<file path="config.mk">
export PLATFORM = sky130hd
export DESIGN_NAME = gds_state_ctrl
export DESIGN_NICKNAME = d
export VERILOG_FILES = /design/src/hw/gds_pkg.sv /design/src/hw/gds_led_drive.sv /design/src/hw/gds_reading_path.sv /design/src/hw/gds_state_ctrl.sv
export SDC_FILE = /design/constraint.sdc
export NUM_CORES = 1
export LEC_CHECK = 0
export BUFFER_PORTS_ARGS = -buffer_cell sky130_fd_sc_hd__buf_2
export CAP_MARGIN = 40
export CORE_MARGIN = 8
export CORE_UTILIZATION = 39
export DETAILED_ROUTE_END_ITERATION = 7
export PLACE_DENSITY = 0.55
export SYNTH_ARGS = -nofsm -noshare
export SYNTH_HDL_FRONTEND = slang
export SYNTH_SLANG_ARGS = --single-unit
</file>
<file path="constraint.sdc">
create_clock -name clk -period 27.9 [get_ports clk]
set_clock_uncertainty 0.2 [all_clocks]
set_input_delay 5.58 -clock clk [delete_from_list [all_inputs] [get_ports clk]]
set_output_delay 5.58 -clock clk [all_outputs]
set_load 0.02 [all_outputs]
</file>
<file path="src/hw/gds_pkg.sv">
// shared constants and types for the gas detector state controller
`default_nettype none
package gds_pkg;
  localparam longint unsigned CLK_HZ        = 100_000_000;
  localparam longint unsigned CLK_NS        = 10;
  localparam longint unsigned WARMUP_S      = 30;
  localparam longint unsigned WARMUP_CYC    = WARMUP_S * CLK_HZ;
  localparam longint unsigned BLINK_MS      = 250;
  localparam longint unsigned BLINK_CYC     = BLINK_MS * CLK_HZ / 1000;
  localparam longint unsigned ERRPER_S      = 10;
  localparam longint unsigned ERRPER_CYC    = ERRPER_S * CLK_HZ;
  localparam longint unsigned ERRPULSE_MS   = 100;
  localparam longint unsigned ERRPULSE_CYC  = ERRPULSE_MS * CLK_HZ / 1000;
  localparam longint unsigned SAMPLE_NS     = 2560;
  localparam logic [8:0]      SAMPLE_CYC    = 9'(SAMPLE_NS / CLK_NS);
  // register indices on the plain register port
  localparam logic [2:0] REG_CTRL    = 3'h0;
  localparam logic [2:0] REG_ALARM   = 3'h1;
  localparam logic [2:0] REG_WARNPCT = 3'h2;
  localparam logic [2:0] REG_BASE    = 3'h3;
  localparam logic [2:0] REG_SPAN    = 3'h4;
  localparam logic [2:0] REG_TCOEF   = 3'h5;
  localparam logic [2:0] REG_STATUS  = 3'h6;
  localparam logic [2:0] REG_READING = 3'h7;
  localparam logic [7:0] CTRL_RST    = 8'h02;
  localparam logic [7:0] ALARM_RST   = 8'h28;
  localparam logic [7:0] WARNPCT_RST = 8'h32;
  localparam logic [7:0] BASE_RST    = 8'h20;
  localparam logic [7:0] SPAN_RST    = 8'h40;
  localparam logic [7:0] TCOEF_RST   = 8'h00;
  localparam logic [7:0] TEMP_REF    = 8'h80;
  localparam logic [7:0] READ_FULL   = 8'hff;
  localparam logic [7:0] READ_ERRIND = 8'hfe;
  localparam logic [5:0] DAC_OFFSET  = 6'h07;
  localparam logic [5:0] DAC_MAX     = 6'h3f;
  localparam logic [5:0] STEP_ERROR  = 6'h00;
  localparam logic [5:0] STEP_NORMAL = 6'h10;
  localparam logic [5:0] STEP_WARN   = 6'h20;
  localparam logic [5:0] STEP_ALARM  = 6'h30;
  localparam logic [6:0] PCT_FULL    = 7'h64;
  localparam logic [7:0] LIN_TBL [17] = '{
    8'h00, 8'h01, 8'h02, 8'h03, 8'h05, 8'h07, 8'h09, 8'h0c, 8'h10,
    8'h14, 8'h19, 8'h1f, 8'h26, 8'h2e, 8'h38, 8'h44, 8'h52};

  typedef enum logic [2:0] {ST_WARMUP, ST_NORMAL, ST_WARNING, ST_ALARM,
                            ST_ERROR} gds_state_t;
  typedef enum logic [1:0] {MODE_BINARY, MODE_STEP, MODE_PROP} gds_mode_t;
  typedef enum logic [1:0] {SEL_WARN, SEL_ALARM, SEL_EITHER} gds_sel_t;
  typedef struct packed {
    logic      clrLatch;
    logic      errFull;
    logic [1:0] binSel;
    logic      binLatch;
    logic      binIdleHigh;
    logic [1:0] outMode;
  } gds_cfg_t;
  typedef struct packed {
    logic sensor;
    logic temp;
    logic checksum;
  } gds_fault_t;

  function automatic logic [7:0] gds_sat8(input logic signed [17:0] v);
    if (v < 0) return 8'h00;
    if (v > 18'sd255) return 8'hff;
    return v[7:0];
  endfunction
endpackage
`default_nettype wire

</file>
<file path="src/hw/gds_led_drive.sv">
// bi-color status indicator pattern generator
`timescale 1ns/1ps
`default_nettype none
module gds_led_drive
  import gds_pkg::*;
#(
  parameter logic [31:0] BlinkCycles    = 32'(BLINK_CYC),
  parameter logic [31:0] ErrPeriodCycles = 32'(ERRPER_CYC),
  parameter logic [31:0] ErrPulseCycles = 32'(ERRPULSE_CYC)
) (
  // clock and reset
  input  wire logic       clk,
  input  wire logic       rst_n,
  // detector state
  input  wire gds_state_t state,
  // indicator drive
  output var  logic       ledRed,
  output var  logic       ledGreen
);
  logic [31:0] blinkCnt_q;
  logic        phase_q;
  logic [31:0] errCnt_q;
  wire         blinkWrap = (blinkCnt_q == BlinkCycles - 32'd1);
  wire         errWrap   = (errCnt_q == ErrPeriodCycles - 32'd1);
  // pulse sits at the end of each period, so a new error waits a while
  wire         errPulse  = (errCnt_q >= ErrPeriodCycles - ErrPulseCycles);
  logic        red_d;
  logic        green_d;

  always_comb begin
    red_d   = 1'b0;
    green_d = 1'b0;
    unique case (state)
      ST_WARMUP:  green_d = phase_q;
      ST_NORMAL:  green_d = 1'b1;
      ST_WARNING: begin
        red_d   = phase_q;
        green_d = ~phase_q;
      end
      ST_ALARM:   red_d = phase_q;
      ST_ERROR:   red_d = errPulse;
    endcase
  end

  always_ff @(posedge clk or negedge rst_n) begin
    if (!rst_n) begin
      blinkCnt_q <= 32'd0;
      phase_q    <= 1'b0;
      errCnt_q   <= 32'd0;
      ledRed     <= 1'b0;
      ledGreen   <= 1'b0;
    end else begin
      blinkCnt_q <= blinkWrap ? 32'd0 : blinkCnt_q + 32'd1;
      phase_q    <= blinkWrap ? ~phase_q : phase_q;
      errCnt_q   <= (state != ST_ERROR || errWrap) ? 32'd0
                                                   : errCnt_q + 32'd1;
      ledRed     <= red_d;
      ledGreen   <= green_d;
    end
  end
endmodule
`default_nettype wire

</file>
<file path="src/hw/gds_reading_path.sv">
// sensor sample conditioning: filter, compensation, baseline, span, table
`timescale 1ns/1ps
`default_nettype none
module gds_reading_path
  import gds_pkg::*;
(
  // clock and reset
  input  wire logic       clk,
  input  wire logic       rst_n,
  // control
  input  wire logic       enable,
  input  wire logic       tick,
  // converter samples
  input  wire logic [7:0] sample,
  input  wire logic [7:0] temp,
  // calibration
  input  wire logic [7:0] baseline,
  input  wire logic [7:0] span,
  input  wire logic [7:0] tcoef,
  // result
  output var  logic [7:0] reading
);
  logic [7:0] filt_q;
  wire signed [8:0]  diff   = $signed({1'b0, sample}) - $signed({1'b0, filt_q});
  wire signed [8:0]  tdiff  = $signed({1'b0, temp}) - $signed({1'b0, TEMP_REF});
  wire signed [17:0] tprod  = 18'(tdiff * $signed(tcoef));
  wire signed [17:0] compS  = $signed({10'd0, filt_q}) - (tprod >>> 4);
  wire [7:0]         comp   = gds_sat8(compS);
  wire [7:0]         base   = gds_sat8($signed({10'd0, comp})
                                     - $signed({10'd0, baseline}));
  wire [15:0]        prod   = 16'(base) * 16'(span);
  wire [7:0]         spanned = gds_sat8($signed({8'd0, prod[15:6]}));
  wire [3:0]         idx    = spanned[7:4];
  wire [7:0]         lo     = LIN_TBL[idx];
  wire [7:0]         hi     = LIN_TBL[5'(idx) + 5'd1];
  wire [11:0]        step   = 12'((hi - lo) * spanned[3:0]);
  wire [7:0]         lin    = lo + step[11:4];

  always_ff @(posedge clk or negedge rst_n) begin
    if (!rst_n) begin
      filt_q  <= 8'h00;
      reading <= 8'h00;
    end else if (!enable) begin
      filt_q  <= 8'h00;
      reading <= 8'h00;
    end else if (tick) begin
      filt_q  <= 8'($signed({1'b0, filt_q}) + (diff >>> 2));
      reading <= lin;
    end
  end
endmodule
`default_nettype wire

</file>
<file path="src/hw/gds_state_ctrl.sv">
// gas detector state controller: states, outputs and register port
//
// Design decisions made here: the register offsets and the strobed register port.
`timescale 1ns/1ps
`default_nettype none
module gds_state_ctrl
  import gds_pkg::*;
#(
  parameter logic [31:0] WarmupCycles    = 32'(WARMUP_CYC),
  parameter logic [31:0] BlinkCycles     = 32'(BLINK_CYC),
  parameter logic [31:0] ErrPeriodCycles = 32'(ERRPER_CYC),
  parameter logic [31:0] ErrPulseCycles  = 32'(ERRPULSE_CYC)
) (
  // clock and reset
  input  wire logic       clk,
  input  wire logic       rst_n,
  // register port
  input  wire logic [2:0] regAddr,
  input  wire logic [7:0] regWrData,
  input  wire logic       regWr,
  input  wire logic       regRd,
  output var  logic [7:0] regRdData,
  // sensor side pins
  input  wire logic [7:0] adcSample,
  input  wire logic [7:0] tempCode,
  input  wire logic       sensorFault,
  input  wire logic       tempFault,
  input  wire logic       powerGood,
  // firmware integrity, same clock
  input  wire logic       checksumBad,
  // output converter and binary pin
  output var  logic [5:0] dacCode,
  output var  logic       binOut,
  // status indicator
  output var  logic       ledRed,
  output var  logic       ledGreen
);
  localparam int PW = 19;

  // pin synchronisers
  logic [PW-1:0] pinS1_q;
  logic [PW-1:0] pinS2_q;
  wire  [PW-1:0] pinRaw = {adcSample, tempCode, sensorFault,
                           tempFault, powerGood};

  always_ff @(posedge clk or negedge rst_n) begin
    if (!rst_n) begin
      pinS1_q <= '0;
      pinS2_q <= '0;
    end else begin
      pinS1_q <= pinRaw;
      pinS2_q <= pinS1_q;
    end
  end

  // multi-bit pin words can tear while they change, so a word is
  // taken only once it reads the same on two edges in a row
  logic [15:0] wordS3_q;
  logic [15:0] word_q;
  wire         wordSteady = (pinS2_q[18:3] == wordS3_q);

  always_ff @(posedge clk or negedge rst_n) begin
    if (!rst_n) begin
      wordS3_q <= {8'h00, TEMP_REF};
      word_q   <= {8'h00, TEMP_REF};
    end else begin
      wordS3_q <= pinS2_q[18:3];
      if (wordSteady) word_q <= wordS3_q;
    end
  end

  wire [7:0]  adcS   = word_q[15:8];
  wire [7:0]  tempS  = word_q[7:0];
  wire        pwrOk  = pinS2_q[0];
  gds_fault_t faults;
  assign faults.sensor   = pinS2_q[2];
  assign faults.temp     = pinS2_q[1];
  assign faults.checksum = checksumBad;
  wire        faultAny = |faults;

  // configuration registers
  gds_cfg_t   cfg_q;
  logic [7:0] alarmThr_q;
  logic [7:0] warnPct_q;
  logic [7:0] baseline_q;
  logic [7:0] span_q;
  logic [7:0] tcoef_q;

  wire wrCtrl  = regWr && (regAddr == REG_CTRL);
  wire wrAlarm = regWr && (regAddr == REG_ALARM);
  wire wrPct   = regWr && (regAddr == REG_WARNPCT);
  wire wrBase  = regWr && (regAddr == REG_BASE);
  wire wrSpan  = regWr && (regAddr == REG_SPAN);
  wire wrTcoef = regWr && (regAddr == REG_TCOEF);
  gds_cfg_t wrCfg;
  assign wrCfg = gds_cfg_t'(regWrData);
  // clear bit acts on the write only, never stored
  wire clrLatchReq = wrCtrl && wrCfg.clrLatch;

  always_ff @(posedge clk or negedge rst_n) begin
    if (!rst_n) begin
      cfg_q      <= gds_cfg_t'(CTRL_RST);
      alarmThr_q <= ALARM_RST;
      warnPct_q  <= WARNPCT_RST;
      baseline_q <= BASE_RST;
      span_q     <= SPAN_RST;
      tcoef_q    <= TCOEF_RST;
    end else begin
      if (wrCtrl) begin
        cfg_q          <= wrCfg;
        cfg_q.clrLatch <= 1'b0;
      end
      if (wrAlarm) alarmThr_q <= regWrData;
      if (wrPct)   warnPct_q  <= regWrData;
      if (wrBase)  baseline_q <= regWrData;
      if (wrSpan)  span_q     <= regWrData;
      if (wrTcoef) tcoef_q    <= regWrData;
    end
  end

  // warm-up timer, restarted whenever supply drops out
  logic [31:0] warmCnt_q;
  logic        warmDone_q;
  wire         warmEnd = (warmCnt_q == WarmupCycles - 32'd1);

  always_ff @(posedge clk or negedge rst_n) begin
    if (!rst_n) begin
      warmCnt_q  <= 32'd0;
      warmDone_q <= 1'b0;
    end else if (!pwrOk) begin
      warmCnt_q  <= 32'd0;
      warmDone_q <= 1'b0;
    end else if (!warmDone_q) begin
      warmCnt_q  <= warmEnd ? 32'd0 : warmCnt_q + 32'd1;
      warmDone_q <= warmEnd;
    end
  end

  // sample pacing for the conditioning chain
  logic [8:0] tickCnt_q;
  wire        tickEnd = (tickCnt_q == SAMPLE_CYC - 9'd1);

  always_ff @(posedge clk or negedge rst_n) begin
    if (!rst_n) tickCnt_q <= 9'd0;
    else        tickCnt_q <= tickEnd ? 9'd0 : tickCnt_q + 9'd1;
  end

  logic [7:0] rdg;

  // sensing held off until warm-up ends
  gds_reading_path u_path (
    .clk      (clk),
    .rst_n    (rst_n),
    .enable   (warmDone_q),
    .tick     (tickEnd),
    .sample   (adcS),
    .temp     (tempS),
    .baseline (baseline_q),
    .span     (span_q),
    .tcoef    (tcoef_q),
    .reading  (rdg)
  );

  // threshold compares; percent applied by cross-multiplying
  wire [15:0] rdgScaled  = 16'(rdg) * 16'(PCT_FULL);
  wire [15:0] warnScaled = 16'(alarmThr_q) * 16'(warnPct_q);
  wire        alarmHit   = (rdg >= alarmThr_q);
  wire        warnHit    = (rdgScaled >= warnScaled);

  // state machine
  gds_state_t state_q;
  gds_state_t state_d;

  always_comb begin
    state_d = ST_NORMAL;
    if (!warmDone_q)   state_d = ST_WARMUP;
    else if (faultAny) state_d = ST_ERROR;
    else if (alarmHit) state_d = ST_ALARM;
    else if (warnHit)  state_d = ST_WARNING;
  end

  always_ff @(posedge clk or negedge rst_n) begin
    if (!rst_n) state_q <= ST_WARMUP;
    else        state_q <= state_d;
  end

  wire inWarm  = (state_q == ST_WARMUP);
  wire inWarn  = (state_q == ST_WARNING);
  wire inAlarm = (state_q == ST_ALARM);
  wire inError = (state_q == ST_ERROR);

  // reported reading
  logic [7:0] reading_q;
  logic [7:0] reading_d;

  always_comb begin
    reading_d = rdg;
    if (inWarm) reading_d = 8'h00;
    else if (inError) reading_d = cfg_q.errFull ? READ_FULL : READ_ERRIND;
  end

  always_ff @(posedge clk or negedge rst_n) begin
    if (!rst_n) reading_q <= 8'h00;
    else        reading_q <= reading_d;
  end

  // binary output
  gds_sel_t binSel;
  assign binSel = gds_sel_t'(cfg_q.binSel);
  logic trig;

  always_comb begin
    unique case (binSel)
      SEL_WARN:   trig = inWarn;
      SEL_ALARM:  trig = inAlarm;
      SEL_EITHER: trig = inWarn || inAlarm;
      default:    trig = 1'b0;
    endcase
  end

  logic latched_q;
  wire  binActive = cfg_q.binLatch ? (latched_q || trig) : trig;
  wire  binLevel  = cfg_q.binIdleHigh ? ~binActive : binActive;

  // a trigger in the clearing cycle keeps the latch set
  always_ff @(posedge clk or negedge rst_n) begin
    if (!rst_n)
      latched_q <= 1'b0;
    else if (cfg_q.binLatch && trig)
      latched_q <= 1'b1;
    else if (clrLatchReq || !cfg_q.binLatch)
      latched_q <= 1'b0;
  end

  // converter code
  gds_mode_t mode;
  assign mode = gds_mode_t'(cfg_q.outMode);
  wire [8:0] propSum  = {1'b0, reading_d} + {3'b000, DAC_OFFSET};
  wire [5:0] propCode = (propSum > {3'b000, DAC_MAX}) ? DAC_MAX
                                                      : propSum[5:0];
  logic [5:0] stepCode;
  logic [5:0] dac_d;

  always_comb begin
    unique case (state_q)
      ST_WARMUP:  stepCode = STEP_NORMAL;
      ST_NORMAL:  stepCode = STEP_NORMAL;
      ST_WARNING: stepCode = STEP_WARN;
      ST_ALARM:   stepCode = STEP_ALARM;
      ST_ERROR:   stepCode = STEP_ERROR;
      default:    stepCode = STEP_ERROR;
    endcase
  end

  always_comb begin
    unique case (mode)
      MODE_STEP: dac_d = stepCode;
      MODE_PROP: dac_d = inError ? 6'h00 : propCode;
      default:   dac_d = 6'h00;
    endcase
  end

  always_ff @(posedge clk or negedge rst_n) begin
    if (!rst_n) begin
      dacCode <= 6'h00;
      binOut  <= 1'b0;
    end else begin
      dacCode <= dac_d;
      binOut  <= (mode == MODE_BINARY) ? binLevel : 1'b0;
    end
  end

  // status indicator
  gds_led_drive #(
    .BlinkCycles     (BlinkCycles),
    .ErrPeriodCycles (ErrPeriodCycles),
    .ErrPulseCycles  (ErrPulseCycles)
  ) u_led (
    .clk      (clk),
    .rst_n    (rst_n),
    .state    (state_q),
    .ledRed   (ledRed),
    .ledGreen (ledGreen)
  );

  // register read, answered the cycle after the strobe
  wire [2:0] stateCode = 3'(state_q);
  wire [7:0] statusWord = {faults, latched_q, binActive, stateCode};
  logic [7:0] rdMux;

  always_comb begin
    unique case (regAddr)
      REG_CTRL:    rdMux = cfg_q;
      REG_ALARM:   rdMux = alarmThr_q;
      REG_WARNPCT: rdMux = warnPct_q;
      REG_BASE:    rdMux = baseline_q;
      REG_SPAN:    rdMux = span_q;
      REG_TCOEF:   rdMux = tcoef_q;
      REG_STATUS:  rdMux = statusWord;
      REG_READING: rdMux = reading_q;
    endcase
  end

  // data held at zero outside the answer cycle
  always_ff @(posedge clk or negedge rst_n) begin
    if (!rst_n) regRdData <= 8'h00;
    else        regRdData <= regRd ? rdMux : 8'h00;
  end
endmodule
`default_nettype wire
</file>
Word level (Yosys, flattened, before mapping)

Memories as Yosys holds them, arrays and structs flattened.
Index checks and enable logic that the tools add are counted.

Flip-flop bits (word level): 269
Bits in latches: 0
Memory bits (writable): 0
Bits in read-only memories: 512
Input port bits: 35
Output and inout bits: 17
Logic and storage cells: 163
Memories kept: 2

Add/sub/neg operators: 13
Multiply operators: 5
Divide/modulo/power cells: 0
$lt $le $gt $ge: 11
Equality and inequality tests: 23
Shift operators: 0
Mux-type cells: 54
Bitwise operators: 4
Reductions and logical operators: 21

Memory list:

| name            | words | width | rd ports | clocked after memory_dff | wr ports | line                   | RTL |
|---|---|---|---|---|---|---|---|
| (no name shown) | 32    | 8     | 1        | 0                        | 0        | gds_reading_path.sv:35 | `wire [7:0] hi = LIN_TBL[5'(idx) + 5'd1];` |
| (no name shown) | 32    | 8     | 1        | 0                        | 0        | gds_reading_path.sv:34 | `wire [7:0] lo = LIN_TBL[idx];` |

Operators with widths:

| cell                                                            | number |
|---|---|
| two-way mux 8 bit                                               | 21 |
| two-way mux 32 bit                                              | 5 |
| adder 32 x 1 -> 32 bit (second input constant)                  | 3 |
| case mux 8 bit (8 select lines)                                 | 1 |
| == test 32 x 25 -> 1 bit (second input constant)                | 1 |
| == test 32 x 30 -> 1 bit (second input constant)                | 1 |
| == test 32 bit (second input constant)                          | 1 |
| >= comparator 32 x 30 -> 1 bit (second input constant)          | 1 |
| multiplier 8 x 8 -> 16 bit                                      | 2 |
| subtractor 8 x 8 -> 9 bit                                       | 3 |
| case mux 6 bit (3 select lines)                                 | 1 |
| multiplier 9 x 8 -> 17 bit                                      | 1 |
| == test 16 bit                                                  | 1 |
| >= comparator 15 x 16 -> 1 bit                                  | 1 |
| == test 3 bit (second input constant)                           | 5 |
| two-way mux 1 bit                                               | 15 |
| greater-than comparator 14 x 9 -> 1 bit (second input constant) | 1 |
| less-than comparator 14 x 1 -> 1 bit (second input constant)    | 1 |
| subtractor 9 x 13 -> 14 bit                                     | 1 |
| multiplier 8 x 5 -> 13 bit (second input constant)              | 1 |
| == test 3 x 2 -> 1 bit (second input constant)                  | 4 |
| multiplier 12 x 4 -> 12 bit                                     | 1 |
| two-way mux 6 bit                                               | 2 |
| case mux 6 bit (2 select lines)                                 | 1 |
| other kinds (36)                                                | 56 |

Longest topological paths before layout

Depth after elaboration: 28
Gate-level depth with buffers: 87
Gate-level depth less buffers: 84

Modules after synthesis

A second synthesis with hierarchy kept.

Cells, all modules: 2412
Area total of the unflattened synthesis: 22843.2 sq um

By module, submodules not included:

| module           | instances | cells each | area each (sq um) | seq. area each (sq um) |
|---|---|---|---|---|
| gds_state_ctrl   | 1         | 1029       | 10865.4           | 4667.0 |
| gds_reading_path | 1         | 1048       | 8649.5            | 400.4 |
| gds_led_drive    | 1         | 335        | 3328.2            | 1676.6 |

Worst setup path after synthesis

Ideal clock, no wire load.

Path kind: register to register
Start: reg tcoef_q[7]
End: reg u_path.reading[7]
Library setup time: 137 ps
Arrival time: 17231 ps
Data required time: 27563 ps
Path slack: 10332 ps
Cell stages (with the launch flop): 86
Path buffers: 3
Period minus slack after synthesis: 17568 ps
Cell sequence: dfrtp_1 -> clkbuf_1 -> nand2b_1 -> fa_1 -> inv_1 -> fa_1 -> inv_1 -> fa_1 -> fa_1 -> inv_1 -> ha_1 -> inv_1 -> o21bai_1 -> a21o_1 -> a21oi_1 -> inv_1 -> a21oi_1 -> xor2_1 -> [50 not listed] -> inv_1 -> ha_1 -> or3_1 -> a31oi_1 -> a21oi_1 -> a21oi_1 -> o21bai_1 -> xor2_1 -> ha_1 -> nand2_1 -> o21ai_0 -> o21ai_0 -> nand2b_1 -> a21oi_1 -> xnor2_1 -> xnor2_2 -> xnor2_1 -> a21oi_1

Cells in the longest elaborated chain, start to end: 27
Elaborated cells between the ends (all ways): 37
Classes of those cells: add/sub: 5; mul: 3; order compare: 5; mux: 20; bitwise: 2; memory: 2

RTL lines:

| element                                              | line                   | RTL |
|---|---|---|
| from (decl)                                          | gds_state_ctrl.sv:87   | `logic [7:0] tcoef_q;` |
| from (signal assigned)                               | gds_state_ctrl.sv:117  | `if (wrTcoef) tcoef_q <= regWrData;` |
| multiplier 9 x 8 -> 17 bit *                         | gds_reading_path.sv:26 | `wire signed [17:0] tprod = 18'(tdiff * $signed(tcoef));` |
| subtractor 9 x 13 -> 14 bit *                        | gds_reading_path.sv:27 | `wire signed [17:0] compS = $signed({10'd0, filt_q}) - (tprod >>> 4);` |
| greater-than comparator 14 x 9 -> 1 bit              | gds_pkg.sv:65          | `if (v > 18'sd255) return 8'hff;` |
| two-way mux 1 bit (2 in a row)                       | gds_pkg.sv:65          |  |
| two-way mux 8 bit                                    | gds_pkg.sv:66          | `return v[7:0];` |
| two-way mux 8 bit *                                  | gds_pkg.sv:65          |  |
| subtractor 8 x 8 -> 9 bit *                          | gds_reading_path.sv:30 | `- $signed({10'd0, baseline}));` |
| greater-than comparator 9 bit                        | gds_pkg.sv:65          |  |
| [9 not listed]                                       | --                     |  |
| inverter 5 -> 6 bit (not written as such)            | gds_reading_path.sv:35 |  |
| memory (32 x 8 bit)                                  | --                     |  |
| two-way mux 8 bit (not written as such) (2 in a row) | gds_reading_path.sv:35 |  |
| subtractor 8 x 8 -> 9 bit                            | gds_reading_path.sv:36 | `wire [11:0] step = 12'((hi - lo) * spanned[3:0]);` |
| multiplier 12 x 4 -> 12 bit                          | gds_reading_path.sv:36 |  |
| adder 8 bit *                                        | gds_reading_path.sv:37 | `wire [7:0] lin = lo + step[11:4];` |
| two-way mux 8 bit *                                  | gds_reading_path.sv:46 | `end else if (tick) begin` |
| two-way mux 8 bit *                                  | gds_reading_path.sv:43 | `end else if (!enable) begin` |
| to (signal assigned)                                 | gds_reading_path.sv:48 | `reading <= lin;` |
| to (decl)                                            | gds_reading_path.sv:21 | `output var logic [7:0] reading` |

Every way passes the cells marked *; elsewhere a longest branch is shown, timed or not. The select of a mux whose other input is x is not followed.
A chain may end at the register's enable or synchronous reset.

Worst setup path in the final report

Start: reg tcoef_q[4]
End: reg u_path.reading[7]

Same word-level chain as after synthesis.

==> results by group <==
Status
  • Status: completed

Critical path
  • Kind of critical path: register to register
  • Most frequent CP cell: inv_1
  • Slowest stage delay, CP: 580 ps
  • Required arrival time at the worst endpoint: 28120 ps
  • Crit-path slowest cell: dfrtp_1
  • Register-to-register setup slack: 8750 ps
  • Endpoint kind of the worst setup timing path: register
  • Worst EP arrival: 19370 ps
  • Startpoint kind of the worst setup timing path: register
  • Largest fanout on the critical path: 10
  • CP top delay family: adder cells
  • WP buf/inv: 15

Floorplanning
  • Initial cell density of the core: 0.393
  • Num rows: 88
  • Die extent in y: 257 um
  • IO Count: 52
  • Full die area: 65900 um^2
  • Standard cell core area: 57500 um^2
  • Die X: 257 um

Timing
  • Max Freq: 0.0522 GHz
  • Fin. max-slew vios: 0
  • Final count of negative-setup-slack endpoints: 0
  • RSZ-0062 raised after global routing: false
  • Time the final worst path needs with I/O delays and setup: 19150 ps
  • Final hold violation count: 0
  • Normalized max-slew margin: 0.427
  • Ratio of final minimum period to clock period: 0.686
  • Setup TNS after final layout: 0 ps
  • Worst hold slack: 127 ps
  • Slack of the critical path: 8750 ps
  • Measured slew at the worst slew-check pin: 859 ps

Detailed routing
  • Residual antenna-violating net count after detailed routing: 0
  • Post-route DRC: 0
  • DR pass1 iterations: 6
  • Vias post-DR: 16.3k
  • Routed WL per cell: 16.2 um
  • Total wire length: 51800 um
  • Iteration-0 DRC count of the detailed router: 802
  • Post-detailed-route via-to-cell ratio: 5.10

Clock network
  • CTS tree: done
  • # H-tree levels: 2
  • Number of buffers on the longest clock path: 3
  • CTS clk-pin slew, worst paths: 60 ps
  • Worst-skew pair later-pin latency: 570 ps
  • Number of buffers created by CTS: 34
  • CTS hold repair buffers: 0
  • Total of cells resized after clock tree synthesis: 0
  • Root cell of the clock tree: clkbuf_16
  • Clock sinks: 269
  • Setup bufs post-CTS: 0

Layout
  • Combined area of the multi-input logic cells: 14500 um^2
  • Final nets: 2812
  • Share of cells above drive strength 1: 0.0988
  • Fill cell count: 5642
  • Register Area: 6740 um^2
  • Finished Cell Area: 24900 um^2
  • Leading cell types in the layout, fill and taps excluded: inv_1 (295), dfrtp_1 (259), ha_1 (220)
  • Most common cell after layout, fill and taps aside: inv_1
  • Area added between synthesis and finish: 10.3%
  • Final antenna diode count: 0

Global route
  • Number of global-route vias before repair: 16.9k
  • Met2 Resource Use GR: 0.261
  • Met1 track demand over resource in global routing: 0.218
  • Pin count of the biggest net entering global routing: 66
  • Number of antenna violations at the first check in global routing: 1
  • Overall fraction of global-route tracks in use: 0.159
  • Most heavily used metal layer in global routing: met2
  • Global-route wire length before repair: 87900 um
  • GRT met3 Usage: 0.0249
  • Total global routing overflow: 0

Yosys
  • Number of flops mapped to enable cells by yosys: 0
  • Share of Yosys cell area claimed by the top area cell type: 0.287
  • Mean cell area of the mapped netlist: 9.54 um^2
  • Syn nets: 2774
  • Share of synthesized flip-flops with an asynchronous set or reset: 1.00
  • Most instantiated flip-flop cell in the synthesis netlist: dfrtp_1
  • Synth area leaders: dfrtp_1 (29%), fa_1 (13%), ha_1 (12%), inv_1 (4.9%), xnor2_1 (3.8%)
  • Top cell type by total area after synthesis: dfrtp_1
  • Yosys reg bits: 269
  • Ys Warns: 0
  • Count of distinct cell types in the synthesized netlist: 86
  • Sequential area share after synthesis: 0.299
  • Gate Count Post-Synth: 2367
  • Summed instance area of the synthesized netlist: 22600 um^2

Hold path
  • Path category of the worst min-delay check: register to register

Placement
  • Weighted congestion reported at the end of routability-driven placement: 0.866
  • Pre-CTS setup slack: 8910 ps
  • Post-DP Area: 23800 um^2
  • Number of port buffers: 51
  • Post-DP HPWL: 40000 um

Flow run
  • Max Cap Violations: 0
cells in the mapped netlist (22+ instances only):
cell type and instances:
fa_1 152, and2_1 126, nor2b_1 35, nand4_1 22, clkbuf_1 55, nand3_1 63, dfrtp_1 259, a21o_1 54
mux2_2 57, nand2b_1 24, xor2_1 77, and3_1 35, nand2_1 194, a21oi_1 92, o21ai_0 90, ha_1 220
inv_1 295, xnor2_1 99, nor2_1 159
state kept, by name (all words and copies together) (netlist names), 6 cells and up:
register          flops
tickCnt_q             9
u_path.filt_q         8
warmCnt_q            32
u_led.blinkCnt_q     32
regRdData             8
pinS2_q              19
wordS3_q             16
alarmThr_q            8
pinS1_q              19
span_q                8
tcoef_q               8
u_led.errCnt_q       32
word_q               16
warnPct_q             8
u_path.reading        8
baseline_q            8
dacCode               6
reading_q             8
final timing paths:
check | start | to | depth (start not counted)
hold / removal | pinS1_q[11] | pinS2_q[11] | 0
hold reg to reg | pinS1_q[11] | pinS2_q[11] | 0
setup / recovery | tcoef_q[4] | u_path.reading[7] | 83
setup reg to reg | tcoef_q[4] | u_path.reading[7] | 83
max in group asynchronous | rst_n | warnPct_q[1] | 4
min in group asynchronous | rst_n | u_led.blinkCnt_q[8] | 1
metrics by stage:
step / utilization / instances
final: 0.433 / 3195
after global routing: 0.433 / 3195
after CTS: 0.433 / 3195
after detailed placement: 0.413 / 3134
after global placement: 0.412 / 3130
after floorplan: - / 2367
kinds of logic after synthesis:
family | Yosys count | share of synthesized area
buffers and inverters | 363 | 0.0613
XOR/XNOR | 180 | 0.0719
AND/OR/NAND/NOR | 739 | 0.165
adder cells (fa/ha/maj) | 372 | 0.257
flip-flops | 269 | 0.299
multiplexers | 73 | 0.0384
AO/OA/AOI/OAI | 371 | 0.108
per-layer routing:
metal | up-vias | wire [um]
met5 | - | 13
met4 | 2 | 1120
met3 | 71 | 1970
met2 | 263 | 24200
met1 | 8028 | 24500
li1 | 7930 | -
area by class of cell:
cell class,count,area share
Timing Repair Buffer,66,0.0179
Multi-Input combinational cell,1735,0.582
Sequential cell,269,0.271
Clock inverter,15,0.00764
Inverter,299,0.0452
Clock buffer,46,0.0384
Tap cell,765,0.0384
Power is left out: the tool's default activity adds up to more than one toggle a clock period on the data nets, which glitch-free logic cannot reach.
